--- src/hw/ttc_defines.vh ---
// Purpose: Constants for the triple timer/counter unit (register indices, fields, reset values).
// Assumes: Register byte address is four times the register index.
// Notes: Definitions only; included by bare name.
`ifndef TTC_DEFINES_VH
`define TTC_DEFINES_VH

// ************************************************************
// Register indices (byte address = index * 4)
// ************************************************************
`define TTC_IDX_T01_CTL 10'h088
`define TTC_IDX_T01_MODE 10'h089
`define TTC_IDX_T0_LO 10'h08a
`define TTC_IDX_T0_HI 10'h08b
`define TTC_IDX_T1_LO 10'h08c
`define TTC_IDX_T1_HI 10'h08d
`define TTC_IDX_T2_CTL 10'h0f1
`define TTC_IDX_T2_MODE 10'h0f2
`define TTC_IDX_T2_RCAP_LO 10'h0f3
`define TTC_IDX_T2_RCAP_HI 10'h0f4
`define TTC_IDX_T2_LO 10'h0f5
`define TTC_IDX_T2_HI 10'h0f6
`define TTC_IDX_IRQ_STAT 10'h0f8
`define TTC_IDX_IRQ_MASK 10'h0f9

// ************************************************************
// Reset values
// ************************************************************
`define TTC_RST_BYTE 8'h00
`define TTC_RST_IRQ 3'h0

// ************************************************************
// Timer 0/1 control and mode fields
// ************************************************************
`define TTC_TIMER01_CONTROL_TF1 7
`define TTC_TIMER01_CONTROL_TR1 6
`define TTC_TIMER01_CONTROL_TF0 5
`define TTC_TIMER01_CONTROL_TR0 4
`define TTC_TIMER01_MODE_SELECT_CT1 6
`define TTC_TIMER01_MODE_SELECT_CT0 2
`define TTC_MODE_SPLIT 2'd3

// ************************************************************
// Timer 2 control and mode fields
// ************************************************************
`define TTC_T2C_TF2 7
`define TTC_T2C_TIMER2_EXT_FLAG 6
`define TTC_T2C_U0RX 5
`define TTC_T2C_U0TX 4
`define TTC_T2C_EXEN 3
`define TTC_T2C_TR2 2
`define TTC_T2C_CT2 1
`define TTC_T2C_CAP 0
`define TTC_T2M_TIMER2_UPDOWN_ENABLE 0
`define TTC_T2M_OE 1
`define TTC_T2M_U1RX 2
`define TTC_T2M_U1TX 3

// ************************************************************
// Timing
// ************************************************************
`define TTC_MC_LAST 3'd5
`define TTC_T2_MAX 16'hffff
`define TTC_T2_ZERO 16'h0000

`endif

--- src/hw/ttc_timer_unit.v ---
// Purpose: Three 16-bit timer/counters with AHB-Lite register access and one interrupt line.
// Assumes: Single clock; pins synchronous to clk; one machine cycle = six clocks.
// Notes: Byte registers sit in bits 7:0 of each word; upper bits read zero.
//
// Summary of operation
// - Three 16-bit timers, timer or counter each.
// - Timer mode advances once per six clocks, except timer 2 in baud mode.
// - Counter mode counts sampled falling pin edges.
// - Timer 0/1 mode register selects counter and mode per timer.
// - Timers 0/1 readable as low/high bytes.
// - Timer 2 mode decoded from control bits.
// - Timer 2 counts down only in up/down reload, trigger disabled and low.
// - Capture mode: overflow flag, trigger captures count.
// - Reload mode overflow sets flag, reloads count.
// - Reload mode trigger edge reloads, sets external flag.
// - Capture/reload interrupt from either timer 2 flag.
// - Up/down with trigger high: up, toggle flag.
// - Down: underflow at reload value, loads FFFF.
// - Baud mode: reload silently, trigger sets flag.
// - Baud timer counts every clock, not cycle.
// - Clock-out: overflow toggles external flag to pin.
// - Clock-out: trigger sets flag; only it interrupts.
//
// The AHB-Lite interface to the registers was left to the implementer.
`timescale 1ns/1ps
`include "ttc_defines.vh"

module ttc_timer_unit (
	input wire clk, // Core clock
	input wire resetn, // Asynchronous reset, active low
	input wire hsel, // Slave select
	input wire [31:0] haddr, // Byte address
	input wire [1:0] htrans, // Transfer type
	input wire hwrite, // Write not read
	input wire [2:0] hsize, // Transfer size, word only
	input wire [31:0] hwdata, // Write data
	input wire hready, // Bus ready
	output reg hreadyout, // Slave ready
	output reg [31:0] hrdata, // Read data
	output reg hresp, // Always OKAY
	input wire countPinZero, // Timer 0 count pin
	input wire countPinOne, // Timer 1 count pin
	input wire countPinTwoIn, // Timer 2 count pin, input side
	output reg countPinTwoOut, // Timer 2 clock-out level
	output reg countPinTwoOe, // Timer 2 pin driven
	input wire triggerPin, // Timer 2 trigger pin
	output reg t0Req, // Timer 0 request level
	output reg t1Req, // Timer 1 request level
	output reg t2Req, // Timer 2 request level
	output reg irq // Masked status interrupt
);

	// ************************************************************
	// Register storage
	// ************************************************************
	reg [7:0] timer01_control; // Timer 0/1 control
	reg [7:0] timer01_mode_select; // Timer 0/1 mode select
	reg [7:0] tl0; // Timer 0 low byte
	reg [7:0] th0; // Timer 0 high byte
	reg [7:0] tl1; // Timer 1 low byte
	reg [7:0] th1; // Timer 1 high byte
	reg [7:0] timer2_control; // Timer 2 control
	reg [3:0] timer2_mode_ext; // Timer 2 mode extension
	reg [15:0] rcap; // Timer 2 reload/capture pair
	reg [15:0] cnt2; // Timer 2 count
	reg [2:0] irqStat; // Sticky events
	reg [2:0] irqMask; // Event mask
	reg [2:0] phase; // Machine-cycle phase
	reg [3:0] smp; // Pin samples, one per machine cycle
	reg [3:0] fall; // Falling-edge pulses
	reg dWr; // Write data phase pending
	reg dRd; // Read wait cycle pending
	reg dHit; // Address inside the map
	reg [9:0] dIdx; // Captured register index

	// ************************************************************
	// Machine cycle and pin edges
	// ************************************************************
	wire mcTick = (phase == `TTC_MC_LAST); // Last clock of a machine cycle

	// Phase counter, six clocks per machine cycle
	always @(posedge clk or negedge resetn) begin
		if (!resetn) begin
			phase <= 3'd0;
		end else if (mcTick) begin
			phase <= 3'd0;
		end else begin
			phase <= phase + 3'd1;
		end
	end

	// Sample pins once per machine cycle, flag high-then-low
	always @(posedge clk or negedge resetn) begin
		if (!resetn) begin
			smp <= 4'h0;
			fall <= 4'h0;
		end else if (mcTick) begin
			smp <= {triggerPin, countPinTwoIn, countPinOne, countPinZero};
			fall <= smp & ~{triggerPin, countPinTwoIn, countPinOne, countPinZero};
		end else begin
			fall <= 4'h0; // One-cycle pulse only
		end
	end

	// ************************************************************
	// Timer 0/1 stepping
	// ************************************************************
	// Returns {overflow low, overflow high, high byte, low byte}
	function [17:0] ttcStep;
		input [1:0] mode;
		input incL;
		input incH;
		input [7:0] th;
		input [7:0] tl;
		reg [13:0] s13;
		reg [16:0] s17;
		reg [8:0] s9;
		reg [8:0] h9;
		begin
			s13 = {1'b0, th, tl[4:0]} + 14'h1;
			s17 = {1'b0, th, tl} + 17'h1;
			s9 = {1'b0, tl} + 9'h1;
			h9 = {1'b0, th} + 9'h1;
			ttcStep = {2'b00, th, tl};
			case (mode)
				2'd0: begin
					// 13-bit: five-bit prescaler under the high byte
					if (incL) begin
						ttcStep = {s13[13], 1'b0, s13[12:5], tl[7:5], s13[4:0]};
					end
				end
				2'd1: begin
					// Full 16-bit counter
					if (incL) begin
						ttcStep = {s17[16], 1'b0, s17[15:0]};
					end
				end
				2'd2: begin
					// 8-bit with reload from the high byte
					if (incL) begin
						ttcStep = {s9[8], 1'b0, th, (s9[8] ? th : s9[7:0])};
					end
				end
				default: begin
					// Split: two independent 8-bit counters
					ttcStep = {incL & s9[8], incH & h9[8], (incH ? h9[7:0] : th),
						(incL ? s9[7:0] : tl)};
				end
			endcase
		end
	endfunction

	wire [1:0] mode0 = timer01_mode_select[1:0]; // Timer 0 mode
	wire [1:0] mode1 = timer01_mode_select[5:4]; // Timer 1 mode
	wire tr0 = timer01_control[`TTC_TIMER01_CONTROL_TR0]; // Timer 0 run
	wire tr1 = timer01_control[`TTC_TIMER01_CONTROL_TR1]; // Timer 1 run
	wire tick0 = timer01_mode_select[`TTC_TIMER01_MODE_SELECT_CT0] ? fall[0] : mcTick;
	wire tick1 = timer01_mode_select[`TTC_TIMER01_MODE_SELECT_CT1] ? fall[1] : mcTick;
	wire split0 = (mode0 == `TTC_MODE_SPLIT); // Timer 0 split
	wire [17:0] step0 = ttcStep(mode0, tr0 & tick0, tr1 & mcTick, th0, tl0);
	wire [17:0] step1 = ttcStep(mode1, tr1 & tick1 & (mode1 != `TTC_MODE_SPLIT), 1'b0,
		th1, tl1);
	wire tf0Set = step0[17]; // Timer 0 overflow
	wire tf1Set = split0 ? step0[16] : step1[17]; // Split high byte borrows flag 1

	// ************************************************************
	// Timer 2 mode decode and stepping
	// ************************************************************
	wire exen = timer2_control[`TTC_T2C_EXEN]; // Trigger enable
	wire timer2_updown_enable = timer2_mode_ext[`TTC_T2M_TIMER2_UPDOWN_ENABLE]; // Up/down enable
	wire baudM = timer2_control[`TTC_T2C_U0RX] | timer2_control[`TTC_T2C_U0TX] | timer2_mode_ext[`TTC_T2M_U1RX] |
		timer2_mode_ext[`TTC_T2M_U1TX];
	wire clkoM = ~timer2_control[`TTC_T2C_CAP] & timer2_mode_ext[`TTC_T2M_OE] & ~timer2_control[`TTC_T2C_CT2];
	wire capM = ~baudM & timer2_control[`TTC_T2C_CAP] & ~timer2_mode_ext[`TTC_T2M_OE];
	wire arM = ~baudM & ~capM & ~clkoM; // Auto-reload otherwise
	wire dcenM = arM & timer2_updown_enable; // Up/down variant
	wire plainM = capM | (arM & ~timer2_updown_enable); // Both flags interrupt
	wire downM = dcenM & ~exen & ~smp[3];
	wire tick2 = timer2_control[`TTC_T2C_CT2] ? fall[2] : (baudM | mcTick);
	wire inc2 = timer2_control[`TTC_T2C_TR2] & tick2; // Timer 2 advances
	wire tf2 = timer2_control[`TTC_T2C_TF2]; // Overflow flag
	wire timer2_ext_flag = timer2_control[`TTC_T2C_TIMER2_EXT_FLAG]; // External flag
	reg [15:0] next_cnt2; // Hardware count update
	reg [15:0] next_rcap; // Hardware capture update
	reg tf2Set; // Overflow flag set
	reg exf2Set; // External flag set
	reg exf2Tog; // External flag toggle

	// Timer 2 counting, reload, capture and flag events
	always @* begin
		next_cnt2 = cnt2;
		next_rcap = rcap;
		tf2Set = 1'b0;
		exf2Set = 1'b0;
		exf2Tog = 1'b0;
		if (inc2) begin
			if (downM) begin
				if (cnt2 == rcap) begin
					next_cnt2 = `TTC_T2_MAX;
					tf2Set = 1'b1;
					exf2Tog = 1'b1;
				end else begin
					next_cnt2 = cnt2 - 16'h1; // 0000 wraps, no underflow
				end
			end else if (cnt2 == `TTC_T2_MAX) begin
				next_cnt2 = capM ? `TTC_T2_ZERO : rcap;
				tf2Set = capM | arM;
				exf2Tog = dcenM | clkoM;
			end else begin
				next_cnt2 = cnt2 + 16'h1;
			end
		end
		if (fall[3]) begin
			if (capM & exen) begin
				next_rcap = cnt2;
				exf2Set = 1'b1;
			end else if (arM & ~timer2_updown_enable & exen) begin
				next_cnt2 = rcap;
				exf2Set = 1'b1;
			end else if (baudM & exen) begin
				exf2Set = 1'b1;
			end else if (clkoM) begin
				exf2Set = 1'b1;
			end
		end
	end

	// Timer 2 request condition per mode
	wire t2ReqC = plainM ? (tf2 | timer2_ext_flag) : (dcenM ? tf2 : timer2_ext_flag);
	wire t2Ev = (plainM & (tf2Set | exf2Set)) | (dcenM & tf2Set) |
		(~arM & ~capM & (exf2Set | (exf2Tog & ~timer2_ext_flag))); // New qualifying flag

	// ************************************************************
	// AHB-Lite slave
	// ************************************************************
	wire addrOk = hsel & hready & htrans[1]; // NONSEQ or SEQ taken
	wire wr = dWr & dHit; // Register write this cycle
	wire [7:0] wdata = hwdata[7:0]; // Byte payload
	reg [7:0] rdVal; // Read multiplexer

	// Read data selection by captured index
	always @* begin
		rdVal = 8'h00;
		case (dIdx)
			`TTC_IDX_T01_CTL: rdVal = timer01_control;
			`TTC_IDX_T01_MODE: rdVal = timer01_mode_select;
			`TTC_IDX_T0_LO: rdVal = tl0;
			`TTC_IDX_T0_HI: rdVal = th0;
			`TTC_IDX_T1_LO: rdVal = tl1;
			`TTC_IDX_T1_HI: rdVal = th1;
			`TTC_IDX_T2_CTL: rdVal = timer2_control;
			`TTC_IDX_T2_MODE: rdVal = {4'h0, timer2_mode_ext};
			`TTC_IDX_T2_RCAP_LO: rdVal = rcap[7:0];
			`TTC_IDX_T2_RCAP_HI: rdVal = rcap[15:8];
			`TTC_IDX_T2_LO: rdVal = cnt2[7:0];
			`TTC_IDX_T2_HI: rdVal = cnt2[15:8];
			`TTC_IDX_IRQ_STAT: rdVal = {5'h00, irqStat};
			`TTC_IDX_IRQ_MASK: rdVal = {5'h00, irqMask};
			default: rdVal = 8'h00; // Unmapped reads zero
		endcase
		if (!dHit) begin
			rdVal = 8'h00;
		end
	end

	// Bus phases: writes need no wait, reads take one wait state
	always @(posedge clk or negedge resetn) begin
		if (!resetn) begin
			dWr <= 1'b0;
			dRd <= 1'b0;
			dHit <= 1'b0;
			dIdx <= 10'h000;
			hreadyout <= 1'b1;
			hrdata <= 32'h00000000;
			hresp <= 1'b0;
		end else begin
			hresp <= 1'b0; // Always OKAY
			dWr <= addrOk & hwrite;
			dRd <= addrOk & ~hwrite;
			if (addrOk) begin
				dIdx <= haddr[11:2];
				dHit <= (haddr[31:12] == 20'h00000);
			end
			hreadyout <= ~(addrOk & ~hwrite); // Wait state for reads
			if (dRd) begin
				hrdata <= {24'h000000, rdVal}; // Sampled at the wait cycle
			end
		end
	end

	// ************************************************************
	// Register and counter update
	// ************************************************************
	wire wTcon = wr & (dIdx == `TTC_IDX_T01_CTL); // Control write
	wire wT2con = wr & (dIdx == `TTC_IDX_T2_CTL); // Timer 2 control write
	wire [7:0] tconW = wTcon ? wdata : timer01_control; // Software view of control
	wire [7:0] t2conW = wT2con ? wdata : timer2_control; // Software view of timer 2 control
	wire [2:0] irqEv = {t2Ev, tf1Set, tf0Set}; // Status events
	wire [2:0] irqClr = (wr & (dIdx == `TTC_IDX_IRQ_STAT)) ? wdata[2:0] : 3'h0; // Write one clears
	wire [2:0] next_irqStat = (irqStat & ~irqClr) | irqEv; // Set wins over clear

	// Registers, counts and flags; hardware flag set beats software clear
	always @(posedge clk or negedge resetn) begin
		if (!resetn) begin
			timer01_control <= `TTC_RST_BYTE;
			timer01_mode_select <= `TTC_RST_BYTE;
			tl0 <= `TTC_RST_BYTE;
			th0 <= `TTC_RST_BYTE;
			tl1 <= `TTC_RST_BYTE;
			th1 <= `TTC_RST_BYTE;
			timer2_control <= `TTC_RST_BYTE;
			timer2_mode_ext <= 4'h0;
			rcap <= {`TTC_RST_BYTE, `TTC_RST_BYTE};
			cnt2 <= {`TTC_RST_BYTE, `TTC_RST_BYTE};
			irqStat <= `TTC_RST_IRQ;
			irqMask <= `TTC_RST_IRQ;
		end else begin
			// Timer 0/1 flags
			timer01_control <= {tconW[7] | tf1Set, tconW[6], tconW[5] | tf0Set, tconW[4:0]};
			if (wr & (dIdx == `TTC_IDX_T01_MODE)) begin
				timer01_mode_select <= wdata;
			end
			// Counts: software write beats hardware step
			tl0 <= (wr & (dIdx == `TTC_IDX_T0_LO)) ? wdata : step0[7:0];
			th0 <= (wr & (dIdx == `TTC_IDX_T0_HI)) ? wdata : step0[15:8];
			tl1 <= (wr & (dIdx == `TTC_IDX_T1_LO)) ? wdata : step1[7:0];
			th1 <= (wr & (dIdx == `TTC_IDX_T1_HI)) ? wdata : step1[15:8];
			// Timer 2 flags
			timer2_control[`TTC_T2C_TF2] <= t2conW[`TTC_T2C_TF2] | tf2Set;
			if (exf2Set) begin
				timer2_control[`TTC_T2C_TIMER2_EXT_FLAG] <= 1'b1;
			end else if (exf2Tog) begin
				timer2_control[`TTC_T2C_TIMER2_EXT_FLAG] <= ~timer2_ext_flag; // Seventeenth bit / clock-out
			end else begin
				timer2_control[`TTC_T2C_TIMER2_EXT_FLAG] <= t2conW[`TTC_T2C_TIMER2_EXT_FLAG];
			end
			timer2_control[5:0] <= t2conW[5:0];
			if (wr & (dIdx == `TTC_IDX_T2_MODE)) begin
				timer2_mode_ext <= wdata[3:0];
			end
			rcap[7:0] <= (wr & (dIdx == `TTC_IDX_T2_RCAP_LO)) ? wdata : next_rcap[7:0];
			rcap[15:8] <= (wr & (dIdx == `TTC_IDX_T2_RCAP_HI)) ? wdata : next_rcap[15:8];
			cnt2[7:0] <= (wr & (dIdx == `TTC_IDX_T2_LO)) ? wdata : next_cnt2[7:0];
			cnt2[15:8] <= (wr & (dIdx == `TTC_IDX_T2_HI)) ? wdata : next_cnt2[15:8];
			// Interrupt status and mask
			irqStat <= next_irqStat;
			if (wr & (dIdx == `TTC_IDX_IRQ_MASK)) begin
				irqMask <= wdata[2:0];
			end
		end
	end

	// ************************************************************
	// Registered outputs
	// ************************************************************
	// Requests, interrupt and clock-out pin from flops
	always @(posedge clk or negedge resetn) begin
		if (!resetn) begin
			t0Req <= 1'b0;
			t1Req <= 1'b0;
			t2Req <= 1'b0;
			irq <= 1'b0;
			countPinTwoOut <= 1'b0;
			countPinTwoOe <= 1'b0;
		end else begin
			t0Req <= timer01_control[`TTC_TIMER01_CONTROL_TF0];
			t1Req <= timer01_control[`TTC_TIMER01_CONTROL_TF1];
			t2Req <= t2ReqC;
			irq <= |(irqStat & irqMask);
			countPinTwoOut <= timer2_ext_flag;
			countPinTwoOe <= clkoM; // Drive only in clock-out mode
		end
	end

endmodule // ttc_timer_unit

--- config.mk ---
export PLATFORM = sky130hd
export DESIGN_NAME = ttc_timer_unit
export DESIGN_NICKNAME = d
export VERILOG_FILES = /design/src/hw/ttc_timer_unit.v
export VERILOG_INCLUDE_DIRS = /design/src /design/src/hw
export SDC_FILE = /design/constraint.sdc
export NUM_CORES = 1
export LEC_CHECK = 0
export ABC_AREA = 1
export BUFFER_PORTS_ARGS = -buffer_cell sky130_fd_sc_hd__clkbuf_2
export CELL_PAD_IN_SITES_DETAIL_PLACEMENT = 1
export CELL_PAD_IN_SITES_GLOBAL_PLACEMENT = 1
export CORE_MARGIN = 2
export CORE_UTILIZATION = 40
export CTS_CLUSTER_SIZE = 25
export DETAILED_ROUTE_END_ITERATION = 8
export PLACE_DENSITY = 0.8
export SLEW_MARGIN = 20
export SYNTH_ARGS = -nofsm -noshare
export SYNTH_HDL_FRONTEND = slang
export SYNTH_SLANG_ARGS = --single-unit
--- constraint.sdc ---
create_clock -name clk -period 2.7 [get_ports clk]
set_input_delay 0.54 -clock clk [delete_from_list [all_inputs] [get_ports clk]]
set_output_delay 0.54 -clock clk [all_outputs]
set_load 0.01 [all_outputs]
Word level (Yosys, flattened, before mapping)
Index checks and enable logic that the tools add are counted.
- register bits after elaboration: 137
- input bits: 78
- output and inout port bits: 40
- logic and storage cells: 230
- multiplexer cells: 58
- add/sub/neg operators: 10
- equal/unequal tests: 31
- reductions and logical operators: 19
- bitwise gates (word level): 79
- operators by type and width (cell ; count):
    $mux 16 ; 10
    $eq 10x8->1 const B ; 14
    $mux 8 ; 16
    $pmux 8 s14 ; 1
    $mux 18 ; 6
    $pmux 18 s3 ; 2
    $and 1x1->1 ; 45
    $add 16x1->17 const B ; 2
    $add 13x1->14 const B ; 2
    $add 8x1->9 const B ; 3
    $logic_not 20->1 ; 1
    $mux 1 ; 20
    $add 16x1->16 const B ; 1
    $eq 16x16->1 ; 1
    $eq 16x16->1 const B ; 1
    $sub 16x1->16 const B ; 1
    $or 1x1->1 ; 15
    $not 1->1 ; 13
    $ne 3x3->1 const B ; 4
    $reduce_bool 2->1 ; 6
    $ne 2x2->1 const B ; 5
    $reduce_and 2->1 ; 4
    $reduce_and 4->1 ; 2
    $and 3x3->3 ; 2
    14 further kinds ; 20

Logic depth before layout (Yosys ltp)
Gate-level depths: netlist of run 1.
- depth after elaboration: 19
- mapped depth: 14
- gate-level depth less buffers: 13

Least setup slack after synthesis of run 1
No wires, ideal clock.
- path type: reg2reg
- start point: register cnt2[0]
- end point: register cnt2[11]
- setup slack: 0.882 ns
- library setup time: 0.067 ns
- required time: 2.633 ns
- stages on the path, launching flop included: 15
- arrival time: 1.751 ns
- buffers on the path: 1
- cells stage by stage: dfrtp_1 -> ha_1 -> nand2_1 -> nor2_2 -> nand2_1 -> nor2_2 -> nand2_2 -> nor2_4 -> buf_6 -> nand2_1 -> nand3_1 -> nand3_1 -> nand2_1 -> nand2_1 -> nand2_1
- longest elaborated chain between the ends: 8
- elaborated cells between the ends (all ways): 12
- RTL lines (what ; line ; source):
    start: declaration ; ttc_timer_unit.v:65 ; reg [15:0] cnt2;
    start signal: assignment ; ttc_timer_unit.v:314 ; cnt2 <= {`TTC_RST_BYTE, `TTC_RST_BYTE};
    start signal: assignment ; ttc_timer_unit.v:343 ; cnt2[7:0] <= (wr & (dIdx == `TTC_IDX_T2_LO)) ? wdata : next_cnt2[7:0];
    $add 16x1->16 (tied with other cells) ; ttc_timer_unit.v:210 ; next_cnt2 = cnt2 + 16'h1;
    $mux 16, on equally long branches ; ttc_timer_unit.v:205, ttc_timer_unit.v:198 ;
    $mux 16 * ; ttc_timer_unit.v:197 ; if (downM) begin
    $mux 16 * ; ttc_timer_unit.v:196 ; if (inc2) begin
    $mux 16 ; ttc_timer_unit.v:217 ; end else if (arM & ~timer2_updown_enable & exen) begin
    $mux 16 ; ttc_timer_unit.v:214 ; if (capM & exen) begin
    $mux 16 * ; ttc_timer_unit.v:213 ; if (fall[3]) begin
    $mux 8 * ; ttc_timer_unit.v:344 ; cnt2[15:8] <= (wr & (dIdx == `TTC_IDX_T2_HI)) ? wdata : next_cnt2[15:8];
Every way passes the cells marked *; elsewhere a longest branch is shown, timed or not.
A chain may end at the register's enable or synchronous reset.

Final worst setup path of run 1
Ends and elaborated chain as after synthesis.

==> results.env, run 1 <==
STATUS='finished, final reports clean'
CRITICAL-PATH-TOP-DELAY-FAMILY='simple AND/OR/NAND/NOR gates'
FF2FF_PATH_DEPTH=13
REG2REG_TO='cnt2[11]$_DFF_PN0_'
CP_CELL_SEQUENCE='ha_1 > nand2_1 > nor2_2 > nand2_1 > nor2_2 > nand2_2 > nor2_4 > nand2_1 > nand3_1 > nand3_1 > nand2_1 > nand2_1 > nand2_1'
CP_NUM_BUF_INV=0
VIA_PER_INST=5.682
INITIAL_CORE_UTIL_PCT=41.00
POST-SYNTH-TOP-COUNT-CELL='sky130_fd_sc_hd__nand2_1'
POST-SYNTH-TOP-AREA-CELL='sky130_fd_sc_hd__dfrtp_1'
RATIO_OF_CELLS_WITH_DRIVE_ABOVE_1_IN_THE_FINAL_LAYOUT_PCT=11.07
ANTENNA_CELLS_INSERTED=0
FIRST_PASS_ITERS=7
FILLERINSTANCES=3434
BOUNDARYPINS=118
NUMPORTBUFFERS=62
PATH_CLK_SLEW_PS=70
ENDPOINT_KIND='flop'
MAXIMUM_NUMBER_OF_PINS_ON_ONE_NET_BEFORE_GLOBAL_ROUTE_REPAIR=63
CRIT_TOP_CELL='sky130_fd_sc_hd__nand2_1'
GRT_REMAINING_OVERFLOW=0
INITIALDRTVIOLATIONCOUNT=1017
FRACTION_OF_THE_YOSYS_AREA_TAKEN_BY_SEQUENTIAL_CELLS_PCT=33.03
FINALSETUPTNS_PS=0
HOLDWS_PS=98.33
CTS.REPAIR_TIMING.SETUP_BUFFER_COUNT=0
FINAL_MAX_SLEW_VIOL_COUNT=0
NUMBER_OF_ROWS_IN_THE_CORE_AREA=58
LAYOUT.CELL_AREA.NON_FILLER_SQ_UM=11710
TOTALPOWERFINAL_mW=6.265
WORST-SLEW-PIN-TRANSITION_PS=679.4
POSTPLACECELLAREA_SQ_UM=11130
POST_DRT_WL_PER_CELL_UM=20.20
DPL.HPWL_MM=31.10
CRITICAL-PATH-MAX-STAGE-DELAY_PS=510
POSTCTSRESIZEDCELLS=0
PLACEABLE_CORE_REGION_SQ_UM=25330
DIE-WIDTH_UM=165.1
WORSTSKEWPAIRLATENCY_PS=440
FIRST_GLOBAL_VIAS=11650
SYNTHFLOPTYPE='sky130_fd_sc_hd__dfrtp_1'
P_LEAK_nW=5.969
TIMING.REG2REG.SETUP_SLACK_PS=330
GLOBALROUTETOTALUTIL_PCT=31.01
TRITONCTS.NUM_BUFFERS=17
CLK_ROOT_BUFFER_CELL='sky130_fd_sc_hd__clkbuf_16'
POWER-PER-CELL-AREA_nW_PER_UM2=535.0
PERIOD_MINUS_SLACK_PS=2372
SYNTH_TOP_AREA_SHARE_PCT=32.78
FINAL_MIN_PERIOD_OVER_CLOCK_PERIOD_PCT=87.86
LARGESTREGISTERS='cnt2 x16, rcap x16, dIdx x10'
CRIT_CELLS=13
REMAINING_DRC_ERRORS=0
ROUTED-VIA-COUNT=11520
NUMBER_OF_ANTENNA_VIOLATIONS_AT_THE_FIRST_CHECK_IN_GLOBAL_ROUTING=0
DRV.MAX_CAP_VIOLATION_COUNT=0
DESIGN.DIE.AREA_SQ_UM=27260
DRT-TOTAL-WL_MM=40.96
WIRE_LENGTH_OF_THE_FIRST_GLOBAL_ROUTING_PASS_MM=64.73
SYNTH_CELLS=1606
MAXIMUM_BUFFER_DEPTH_OF_THE_CLOCK_TREE=2
ROUTABILITY_CONGESTION=0.9346
NETLIST_TOP_CELLS_AREA='sky130_fd_sc_hd__dfrtp_1 33%, sky130_fd_sc_hd__nand2_1 17%, sky130_fd_sc_hd__nand3_1 8.1%'
RSZ0062_AT_GRT='false'
CHIPHEIGHT_UM=165.1
AREA_GROWTH_PCT=12.77
MAX_CLOCK_FREQ_MHz=421.6
LAYOUT.NETS=1768
CP_SLOWEST_CELL='sky130_fd_sc_hd__dfrtp_1'
NUMBER_OF_ENABLE_FLIP_FLOP_CELLS_AFTER_SYNTHESIS=0
SETUP_VIOL=0
YOSYS_WARNINGS=0
WORST_IR_DROP_VDD_V=0.0002719
WORSTPATHMAXFANOUT=14
YS_SEQ_ELEMENTS=137
SYNTH.LIB_CELLS_USED.DISTINCT=48
CTS_NUM_SINKS=137
YS_TOP_CELLS_BY_COUNT='471 x sky130_fd_sc_hd__nand2_1, 197 x sky130_fd_sc_hd__inv_1, 169 x sky130_fd_sc_hd__nand3_1'
HOLD_CLASS='input port to async pin'
TIMING.CLOCK.SKEW_PS=9.752
TRITONCTS_CLOCK_TREE='yes'
WORSTSETUPPATHTYPE='flop to flop'
DRT_ANTENNA_NET_COUNT=0
HOLD_VIOLATIONS=0
RR_STARTPOINT='cnt2[0]$_DFF_PN0_'
SYNTHARSTFLOPSHARE_PCT=100.0
WORSTSETUPSTARTPOINTTYPE='flop'
SYNTH.CELL_AREA_SQ_UM=10380
SYN_AREA_PER_CELL_SQ_UM=6.466
HOLD_BUFFERS=0
SLEW_HEADROOM_PCT=54.43
HTREEDEPTH=4
CP_DATA_REQUIRED_TIME_PS=3090
ARRIVAL_TIME_OF_DATA_AT_THE_CRITICAL_PATH_ENDPOINT_PS=2760
-- through the flow --
stage | util, % | cells | setup slack, ps
2_1_floorplan | - | 1630 | 881.9
3_3_place_gp | 43.96 | 1996 | 448.9
3_5_place_dp | 43.96 | 1996 | 342.5
4_1_cts | 46.24 | 2028 | 329.7
5_1_grt | 46.24 | 2028 | 48.37
6_report | 46.24 | 2028 | 327.9
-- cells in the final DEF (no fill, tap or decap), drive strengths merged, types with 2 or more instances in the layout --
| cell type | netlist | final |
|---|---|---|
| nand2 | 475 | 475 |
| inv | 202 | 207 |
| nor2 | 175 | 175 |
| nand3 | 172 | 172 |
| dfrtp | 136 | 136 |
| o21ai | 132 | 132 |
| clkbuf | 18 | 79 |
| a21oi | 47 | 47 |
| buf | 53 | 46 |
| o22ai | 36 | 36 |
| xor2 | 35 | 35 |
| conb | 1 | 25 |
| nand4 | 24 | 24 |
| nor3 | 24 | 24 |
| o211ai | 13 | 13 |
| nand3b | 9 | 9 |
| o221ai | 9 | 9 |
| clkinv | 5 | 8 |
| nor4 | 7 | 7 |
| a31oi | 6 | 6 |
| ha | 5 | 5 |
| clkinvlp | 0 | 5 |
| a21o | 4 | 4 |
| or2 | 4 | 4 |
| o21bai | 3 | 3 |
| a221oi | 3 | 3 |
| xnor2 | 2 | 2 |
| o2111ai | 2 | 2 |
-- worst register-to-register path: stages (launching register included) --
cell	delay (ps)
sky130_fd_sc_hd__dfrtp_1	510
sky130_fd_sc_hd__ha_1	260
sky130_fd_sc_hd__nand2_1	80
sky130_fd_sc_hd__nor2_2	170
sky130_fd_sc_hd__nand2_1	140
sky130_fd_sc_hd__nor2_2	190
sky130_fd_sc_hd__nand2_2	140
sky130_fd_sc_hd__nor2_4	350
sky130_fd_sc_hd__nand2_1	110
sky130_fd_sc_hd__nand3_1	100
sky130_fd_sc_hd__nand3_1	90
sky130_fd_sc_hd__nand2_1	80
sky130_fd_sc_hd__nand2_1	50
sky130_fd_sc_hd__nand2_1	50
-- power by group --
group / total (mW) / internal, mW / switching [mW] / leakage, nW
sequential: 2.42 / 2.19 / 0.233 / 1.54
combinational: 1.48 / 0.496 / 0.986 / 4.16
clock: 2.36 / 1.31 / 1.05 / 0.267
-- metal layers --
| layer | routed length [um] | track usage [%] | vias up |
|---|---|---|---|
| met1 | 17410 | 40.56 | 5636 |
| met2 | 19450 | 52.12 | 451 |
| li1 | - | - | 5347 |
| met3 | 2679 | 4.396 | 89 |
| met4 | 1423 | 11.54 | 0 |
| met5 | 0 | 0 | - |
-- cell type report --
cell class / count / area, sq um / share of cell area (%)
Timing Repair Buffer: 107 / 679.4 / 5.802
Inverter: 207 / 778.2 / 6.646
Clock inverter: 14 / 137.6 / 1.175
Tap cell: 330 / 412.9 / 3.526
Multi-Input combinational cell: 1215 / 5833 / 49.81
Clock buffer: 18 / 439.2 / 3.750
Sequential cell: 137 / 3430 / 29.29
-- how the worst max path moves through the flow --
stage	slack [ps]	start	end
after floorplan	880	cnt2[0]$_DFF_PN0_	cnt2[11]$_DFF_PN0_
after global placement	450	cnt2[0]$_DFF_PN0_	cnt2[12]$_DFF_PN0_
after detailed placement	340	cnt2[0]$_DFF_PN0_	cnt2[11]$_DFF_PN0_
after CTS	330	cnt2[0]$_DFF_PN0_	cnt2[11]$_DFF_PN0_
after global routing	50	cnt2[0]$_DFF_PN0_	cnt2[11]$_DFF_PN0_
final	330	cnt2[0]$_DFF_PN0_	cnt2[11]$_DFF_PN0_
-- cell families (layout without fill, tap and decap cells) --
kind of cell | count (synthesis) | count (layout) | synth area share (%)
AOI/OAI and AO/OA | 258 | 258 | 14.32
xor gates and xnor gates | 37 | 37 | 3.121
adders and majority gates | 5 | 5 | 0.6025
buffers and inverters | 278 | 346 | 11.66
DFF | 137 | 137 | 33.03
other | 1 | 25 | 0.03611
and+or+nand+nor | 890 | 890 | 37.23
Note: power is estimated with default switching activity, not from simulation.
==> inputs of run 2 (changes only) <==
--- a/config.mk
+++ b/config.mk
@@ -10,7 +10,7 @@
 export BUFFER_PORTS_ARGS = -buffer_cell sky130_fd_sc_hd__clkbuf_2
 export CELL_PAD_IN_SITES_DETAIL_PLACEMENT = 1
 export CELL_PAD_IN_SITES_GLOBAL_PLACEMENT = 1
-export CORE_MARGIN = 2
+export CORE_MARGIN = 3
 export CORE_UTILIZATION = 40
 export CTS_CLUSTER_SIZE = 25
 export DETAILED_ROUTE_END_ITERATION = 8
==> results.env, run 2 (same netlist as run 1, synthesis figures left out) <==
WORSTSKEWPAIRLATENCY_PS=440
P_LEAK_nW=5.982
DP.CELLS=1997
CRITICAL_PATH_END='cnt2[14]$_DFF_PN0_'
RATIO_OF_CELLS_WITH_DRIVE_ABOVE_1_IN_THE_FINAL_LAYOUT_PCT=11.12
CLK_ROOT_BUFFER_CELL='sky130_fd_sc_hd__clkbuf_16'
INSTANCES_NO_FILL=2029
FINALSETUPTNS_PS=0
ROUTED-VIA-COUNT=11550
PATH_CLK_SLEW_PS=70
REMAINING_DRC_ERRORS=0
SLEW_HEADROOM_PCT=43.43
ROUTABILITY_CONGESTION=0.9625
NET-SWITCHING-POWER_mW=2.303
POSTPLACECELLAREA_SQ_UM=11140
HOLD_VIOLATIONS=0
CTS.REPAIR_TIMING.SETUP_BUFFER_COUNT=0
FINAL_MIN_PERIOD_OVER_CLOCK_PERIOD_PCT=89.10
CP_CELL_SEQUENCE='inv_1 > nand2_1 > nand2_1 > nor2_1 > nand2_1 > nor2_1 > nand2_1 > buf_4 > nand3_1 > nand3_1 > nand2_1 > nand3_1 > nand2_1'
P_SEQ_SHARE_PCT=38.0
POWER.SHARE.COMBINATIONAL_PCT=24.3
DPL.HPWL_MM=30.79
WORSTSETUPPATHTYPE='flop to flop'
NUMBER_OF_ROWS_IN_THE_CORE_AREA=58
INTERNAL_POWER_mW=3.998
DRT_ANTENNA_NET_COUNT=0
TIMING.CLOCK.SKEW_PS=12.15
HOLDWS_PS=85.01
RR_STARTPOINT='cnt2[8]$_DFF_PN0_'
CP_DATA_REQUIRED_TIME_PS=3070
DRT-TOTAL-WL_MM=40.71
AREA_GROWTH_PCT=12.88
ARRIVAL_TIME_OF_DATA_AT_THE_CRITICAL_PATH_ENDPOINT_PS=2770
LARGESTREGISTERS='cnt2 x16, rcap x16, dIdx x10'
WIRE_LENGTH_OF_THE_FIRST_GLOBAL_ROUTING_PASS_MM=65.11
GLOBAL_ROUTE.USAGE.MET1_PCT=38.38
LAYOUT.CELL_AREA.NON_FILLER_SQ_UM=11720
POST_DRT_WL_PER_CELL_UM=20.07
TRITONCTS_CLOCK_TREE='yes'
FINAL_CELL_MIX='471 x sky130_fd_sc_hd__nand2_1, 197 x sky130_fd_sc_hd__inv_1, 169 x sky130_fd_sc_hd__nand3_1'
GLOBALROUTETOTALUTIL_PCT=29.12
LAYOUT.NETS=1769
LAYOUT_COMMONEST_CELL='sky130_fd_sc_hd__nand2_1'
INITIALDRTVIOLATIONCOUNT=999
MET2_USAGE_PCT=49.20
POSTCTSRESIZEDCELLS=0
REG2REG_TO='cnt2[14]$_DFF_PN0_'
WORST_IR_DROP_VDD_V=0.0002887
NUMPORTBUFFERS=62
CP_NUM_BUF_INV=2
HOLD_BUFFERS=0
SETUP_VIOL=0
WORST-SLEW-PIN-TRANSITION_PS=840.8
MAXIMUM_NUMBER_OF_PINS_ON_ONE_NET_BEFORE_GLOBAL_ROUTE_REPAIR=63
P_SW_SHARE_PCT=36.55
CRIT_CELLS=13
VIA_PER_INST=5.690
GRT_REMAINING_OVERFLOW=0
BOUNDARYPINS=118
MAXIMUM_BUFFER_DEPTH_OF_THE_CLOCK_TREE=2
NUMBER_OF_ANTENNA_VIOLATIONS_AT_THE_FIRST_CHECK_IN_GLOBAL_ROUTING=0
HOLD_CLASS='input port to async pin'
TRITONCTS.NUM_BUFFERS=17
WORSTPATHMAXFANOUT=15
ENDPOINT_KIND='flop'
CRITPATHLAUNCH='cnt2[8]$_DFF_PN0_'
PLACEABLE_CORE_REGION_SQ_UM=25330
FF2FF_PATH_DEPTH=13
CRIT_TOP_CELL='sky130_fd_sc_hd__nand2_1'
TOTALPOWERFINAL_mW=6.301
INITIAL_CORE_UTIL_PCT=41.00
POWER-PER-CELL-AREA_nW_PER_UM2=537.6
STATUS='finished, final reports clean'
MAX_CLOCK_FREQ_MHz=415.7
RSZ0062_AT_GRT='false'
CRITICAL-PATH-TOP-DELAY-FAMILY='simple AND/OR/NAND/NOR gates'
POWER.SHARE.CLOCK_PCT=37.7
FINAL_MAX_SLEW_VIOL_COUNT=0
GRT_BUSIEST_LAYER='met2'
DESIGN.DIE.AREA_SQ_UM=27930
TIMING.REG2REG.SETUP_SLACK_PS=290
FIRST_PASS_ITERS=7
CHIPHEIGHT_UM=167.1
WORSTSETUPSTARTPOINTTYPE='flop'
CRITICAL-PATH-MAX-STAGE-DELAY_PS=570
PERIOD_MINUS_SLACK_PS=2406
GRT_USE_MET3_PCT=3.352
DIE-WIDTH_UM=167.1
CP_SLOWEST_CELL='sky130_fd_sc_hd__dfrtp_1'
HTREEDEPTH=4
ANTENNA_CELLS_INSERTED=0
FIRST_GLOBAL_VIAS=11700
CTS_NUM_SINKS=137
DRV.MAX_CAP_VIOLATION_COUNT=0
[run 2: changes by cell type in the layout (fill, tap and decap cells not counted), sizes merged]
cell      previous run  this run
clkbuf              79        78
clkinvlp             5         4
inv                207       210
buf                 46        47
clkinv               8         7
[run 2: how the worst min path moves through the flow]
stage / cells after the start / endpoint
global route: 1 / th0[2]$_DFFE_PN0P_
detailed placement: 0 / t1Req$_DFF_PN0_
global placement: 0 / t1Req$_DFF_PN0_
floorplan: 0 / cnt2[0]$_DFF_PN0_
CTS: 1 / th0[2]$_DFFE_PN0P_
finish: 1 / th0[0]$_DFFE_PN0P_
[run 2: power by group through the flow]
stage,Combinational (mW),Sequential (mW),Clock [mW]
detailed placement,1.50,2.42,0
finish,1.53,2.39,2.38
floorplan,1.07,2.32,0
global route,1.71,2.41,2.48
global placement,1.44,2.41,0
CTS,1.51,2.39,2.39
[run 2: final cells by class]
class                   instances  area, sq um
fillers                      3421        13610
multi-input cells            1215         5833
flip-flops and latches        137         3430
inverters                     207        778.2
repair buffers                108        686.9
clock buffers                  17        425.4
well taps                     330        412.9
clock inverters                15        155.1
[run 2: stage by stage]
stage	util (%)	setup WS, ps
2_1_floorplan	-	881.9
3_3_place_gp	43.99	416.9
3_5_place_dp	43.99	373.9
4_1_cts	46.28	341.5
5_1_grt	46.28	84.16
6_report	46.28	294.4
[run 2: routing by layer]
layer	wire, um	up-vias
met5	0	-
met4	1529	0
met3	2400	90
met2	19530	409
met1	17250	5702
li1	-	5344
==> inputs of run 3 (changes only) <==
--- a/config.mk
+++ b/config.mk
@@ -11,10 +11,11 @@
 export CELL_PAD_IN_SITES_DETAIL_PLACEMENT = 1
 export CELL_PAD_IN_SITES_GLOBAL_PLACEMENT = 1
 export CORE_MARGIN = 3
-export CORE_UTILIZATION = 40
+export CORE_UTILIZATION = 45
 export CTS_CLUSTER_SIZE = 25
 export DETAILED_ROUTE_END_ITERATION = 8
-export PLACE_DENSITY = 0.8
+export PLACE_DENSITY = 0.88
+export SETUP_SLACK_MARGIN = 0.3
 export SLEW_MARGIN = 20
 export SYNTH_ARGS = -nofsm -noshare
 export SYNTH_HDL_FRONTEND = slang
==> results.env, run 3 (same netlist as run 1, synthesis figures left out) <==
WORSTSETUPPATHTYPE='flop to flop'
ARRIVAL_TIME_OF_DATA_AT_THE_CRITICAL_PATH_ENDPOINT_PS=2600
BOUNDARYPINS=118
CP_SLOWEST_CELL='sky130_fd_sc_hd__dfrtp_1'
CP_DATA_REQUIRED_TIME_PS=3080
DRV.MAX_CAP_VIOLATION_COUNT=0
ROUTED-VIA-COUNT=11830
WORSTSKEWPAIRLATENCY_PS=450
PLACEABLE_CORE_REGION_SQ_UM=22230
VIA_PER_INST=5.985
HOLD_CLASS='input port to async pin'
PATH_CLK_SLEW_PS=70
DRT_ANTENNA_NET_COUNT=0
MAXIMUM_NUMBER_OF_PINS_ON_ONE_NET_BEFORE_GLOBAL_ROUTE_REPAIR=62
LAYOUT.NETS=1767
CP_CELL_SEQUENCE='inv_1 > nor2_2 > nand2_2 > nor2_2 > nand2_1 > o21ai_0 > nor2_1 > nand3_1 > nand2_1 > nand2_1'
ANTENNA_CELLS_INSERTED=0
REMAINING_DRC_ERRORS=0
FINAL_CELL_MIX='470 x sky130_fd_sc_hd__nand2_1, 197 x sky130_fd_sc_hd__inv_1, 168 x sky130_fd_sc_hd__nand3_1'
POST_DRT_WL_PER_CELL_UM=21.31
STATUS='finished, final reports clean'
HOLD_BUFFERS=0
WORST_IR_DROP_VDD_V=0.0004093
FINALSETUPTNS_PS=0
LAYOUT.CELL_AREA.NON_FILLER_SQ_UM=11700
MAXIMUM_BUFFER_DEPTH_OF_THE_CLOCK_TREE=2
CRITICAL-PATH-TOP-DELAY-FAMILY='simple AND/OR/NAND/NOR gates'
ENDPOINT_KIND='flop'
DIE-WIDTH_UM=157.9
CRIT_TOP_CELL='sky130_fd_sc_hd__nand2_1'
NUMBER_OF_ROWS_IN_THE_CORE_AREA=54
SETUP_VIOL=0
WORSTPATHMAXFANOUT=7
MAX_CLOCK_FREQ_MHz=448.9
RATIO_OF_CELLS_WITH_DRIVE_ABOVE_1_IN_THE_FINAL_LAYOUT_PCT=11.55
WORSTSETUPSTARTPOINTTYPE='flop'
TIMING.CLOCK.SKEW_PS=12.97
WORST-SLEW-PIN-TRANSITION_PS=707.4
LAYOUT_COMMONEST_CELL='sky130_fd_sc_hd__nand2_1'
CP_NUM_BUF_INV=1
POWER-PER-CELL-AREA_nW_PER_UM2=548.9
PERIOD_MINUS_SLACK_PS=2228
TRITONCTS_CLOCK_TREE='yes'
FIRST_PASS_ITERS=5
WIRE_LENGTH_OF_THE_FIRST_GLOBAL_ROUTING_PASS_MM=66.09
FIRST_GLOBAL_VIAS=12020
RSZ0062_AT_GRT='false'
CTS_NUM_SINKS=137
POSTPLACECELLAREA_SQ_UM=11030
P_LEAK_nW=5.984
LARGESTREGISTERS='cnt2 x16, rcap x16, dIdx x10'
DESIGN.DIE.AREA_SQ_UM=24930
CHIPHEIGHT_UM=157.9
AREA_GROWTH_PCT=12.66
ROUTABILITY_CONGESTION=0.9819
HOLD_VIOLATIONS=0
DPL.HPWL_MM=31.08
TRITONCTS.NUM_BUFFERS=17
FINAL_MAX_SLEW_VIOL_COUNT=0
CRITICAL-PATH-MAX-STAGE-DELAY_PS=450
GRT_REMAINING_OVERFLOW=0
NUMPORTBUFFERS=62
GLOBALROUTETOTALUTIL_PCT=34.28
DRT-TOTAL-WL_MM=42.13
INITIALDRTVIOLATIONCOUNT=971
FINAL_MIN_PERIOD_OVER_CLOCK_PERIOD_PCT=82.51
CLK_ROOT_BUFFER_CELL='sky130_fd_sc_hd__clkbuf_16'
HTREEDEPTH=4
INITIAL_CORE_UTIL_PCT=46.71
SLEW_HEADROOM_PCT=52.79
NUMBER_OF_ANTENNA_VIOLATIONS_AT_THE_FIRST_CHECK_IN_GLOBAL_ROUTING=0
[run 3: worst paths after layout]
path	startpoint	to	slack, ps	depth (start not counted)
max in group asynchronous	resetn	hreadyout$_DFF_PN1_	1750	2
min	resetn	th0[0]$_DFFE_PN0P_	90	1
min in group clk	countPinOne	fall[1]$_DFF_PN0_	270	2
min reg2reg	timer2_control[6]$_DFFE_PN0P_	countPinTwoOut$_DFF_PN0_	440	0
max reg2reg	dIdx[3]$_DFFE_PN0P_	hrdata[3]$_DFFE_PN0P_	470	10
max	dIdx[3]$_DFFE_PN0P_	hrdata[3]$_DFFE_PN0P_	470	10
[run 3: repair_timing]
action,in CTS,in global routing
setup buffers,0,3
gates resized for setup,0,10
endpoints found under the setup margin,0,33
endpoints found under the hold margin,0,0
[run 3: layout make-up]
class                      count  area, sq um
clock buffer                  17        425.4
clock inverter                15        178.9
fill                        3096        10530
inverter                     207        778.2
multi-input combinational   1215         5861
sequential                   137         3433
tap                          280        350.3
timing repair buffer         106        671.9
[run 3: worst reg2reg max path, cell delays in order, from the launching register on]
cell and delay [ps]:
sky130_fd_sc_hd__dfrtp_1 450, sky130_fd_sc_hd__inv_1 110, sky130_fd_sc_hd__nor2_2 190, sky130_fd_sc_hd__nand2_2 130, sky130_fd_sc_hd__nor2_2 330, sky130_fd_sc_hd__nand2_1 220, sky130_fd_sc_hd__o21ai_0 350, sky130_fd_sc_hd__nor2_1 120
sky130_fd_sc_hd__nand3_1 100, sky130_fd_sc_hd__nand2_1 90, sky130_fd_sc_hd__nand2_1 80
[run 3: layer usage]
| layer | wire, um | track usage, % | share of wire [%] | vias up |
|---|---|---|---|---|
| met1 | 17280 | 42.43 | 41 | 5814 |
| met2 | 19490 | 56.48 | 46 | 510 |
| li1 | - | - | - | 5345 |
| met3 | 2988 | 6.834 | 7.1 | 164 |
| met4 | 2377 | 18.31 | 5.6 | 0 |
| met5 | 0 | 0 | 0 | - |
[run 3: report_power, final]
group	total, mW	internal [mW]	switching, mW	leakage (nW)
Sequential	2.39	2.19	0.197	1.54
Combinational	1.53	0.493	1.04	4.15
Clock	2.50	1.40	1.10	0.292
[run 3: per-stage QoR]
step | setup WS [ps] | util (%) | cells | total power, mW | hold slack, ps
final | 472.2 | 52.63 | 1977 | 6.421 | 89.29
after global routing | 309.4 | 52.63 | 1977 | 6.718 | 132.0
after CTS | 361.6 | 52.33 | 1974 | 6.385 | 117.2
after detailed placement | 424.8 | 49.61 | 1942 | 3.901 | 417.0
after global placement | 552.9 | 49.61 | 1942 | 3.828 | 415.5
after floorplan | 881.9 | - | 1630 | 3.397 | 244.4
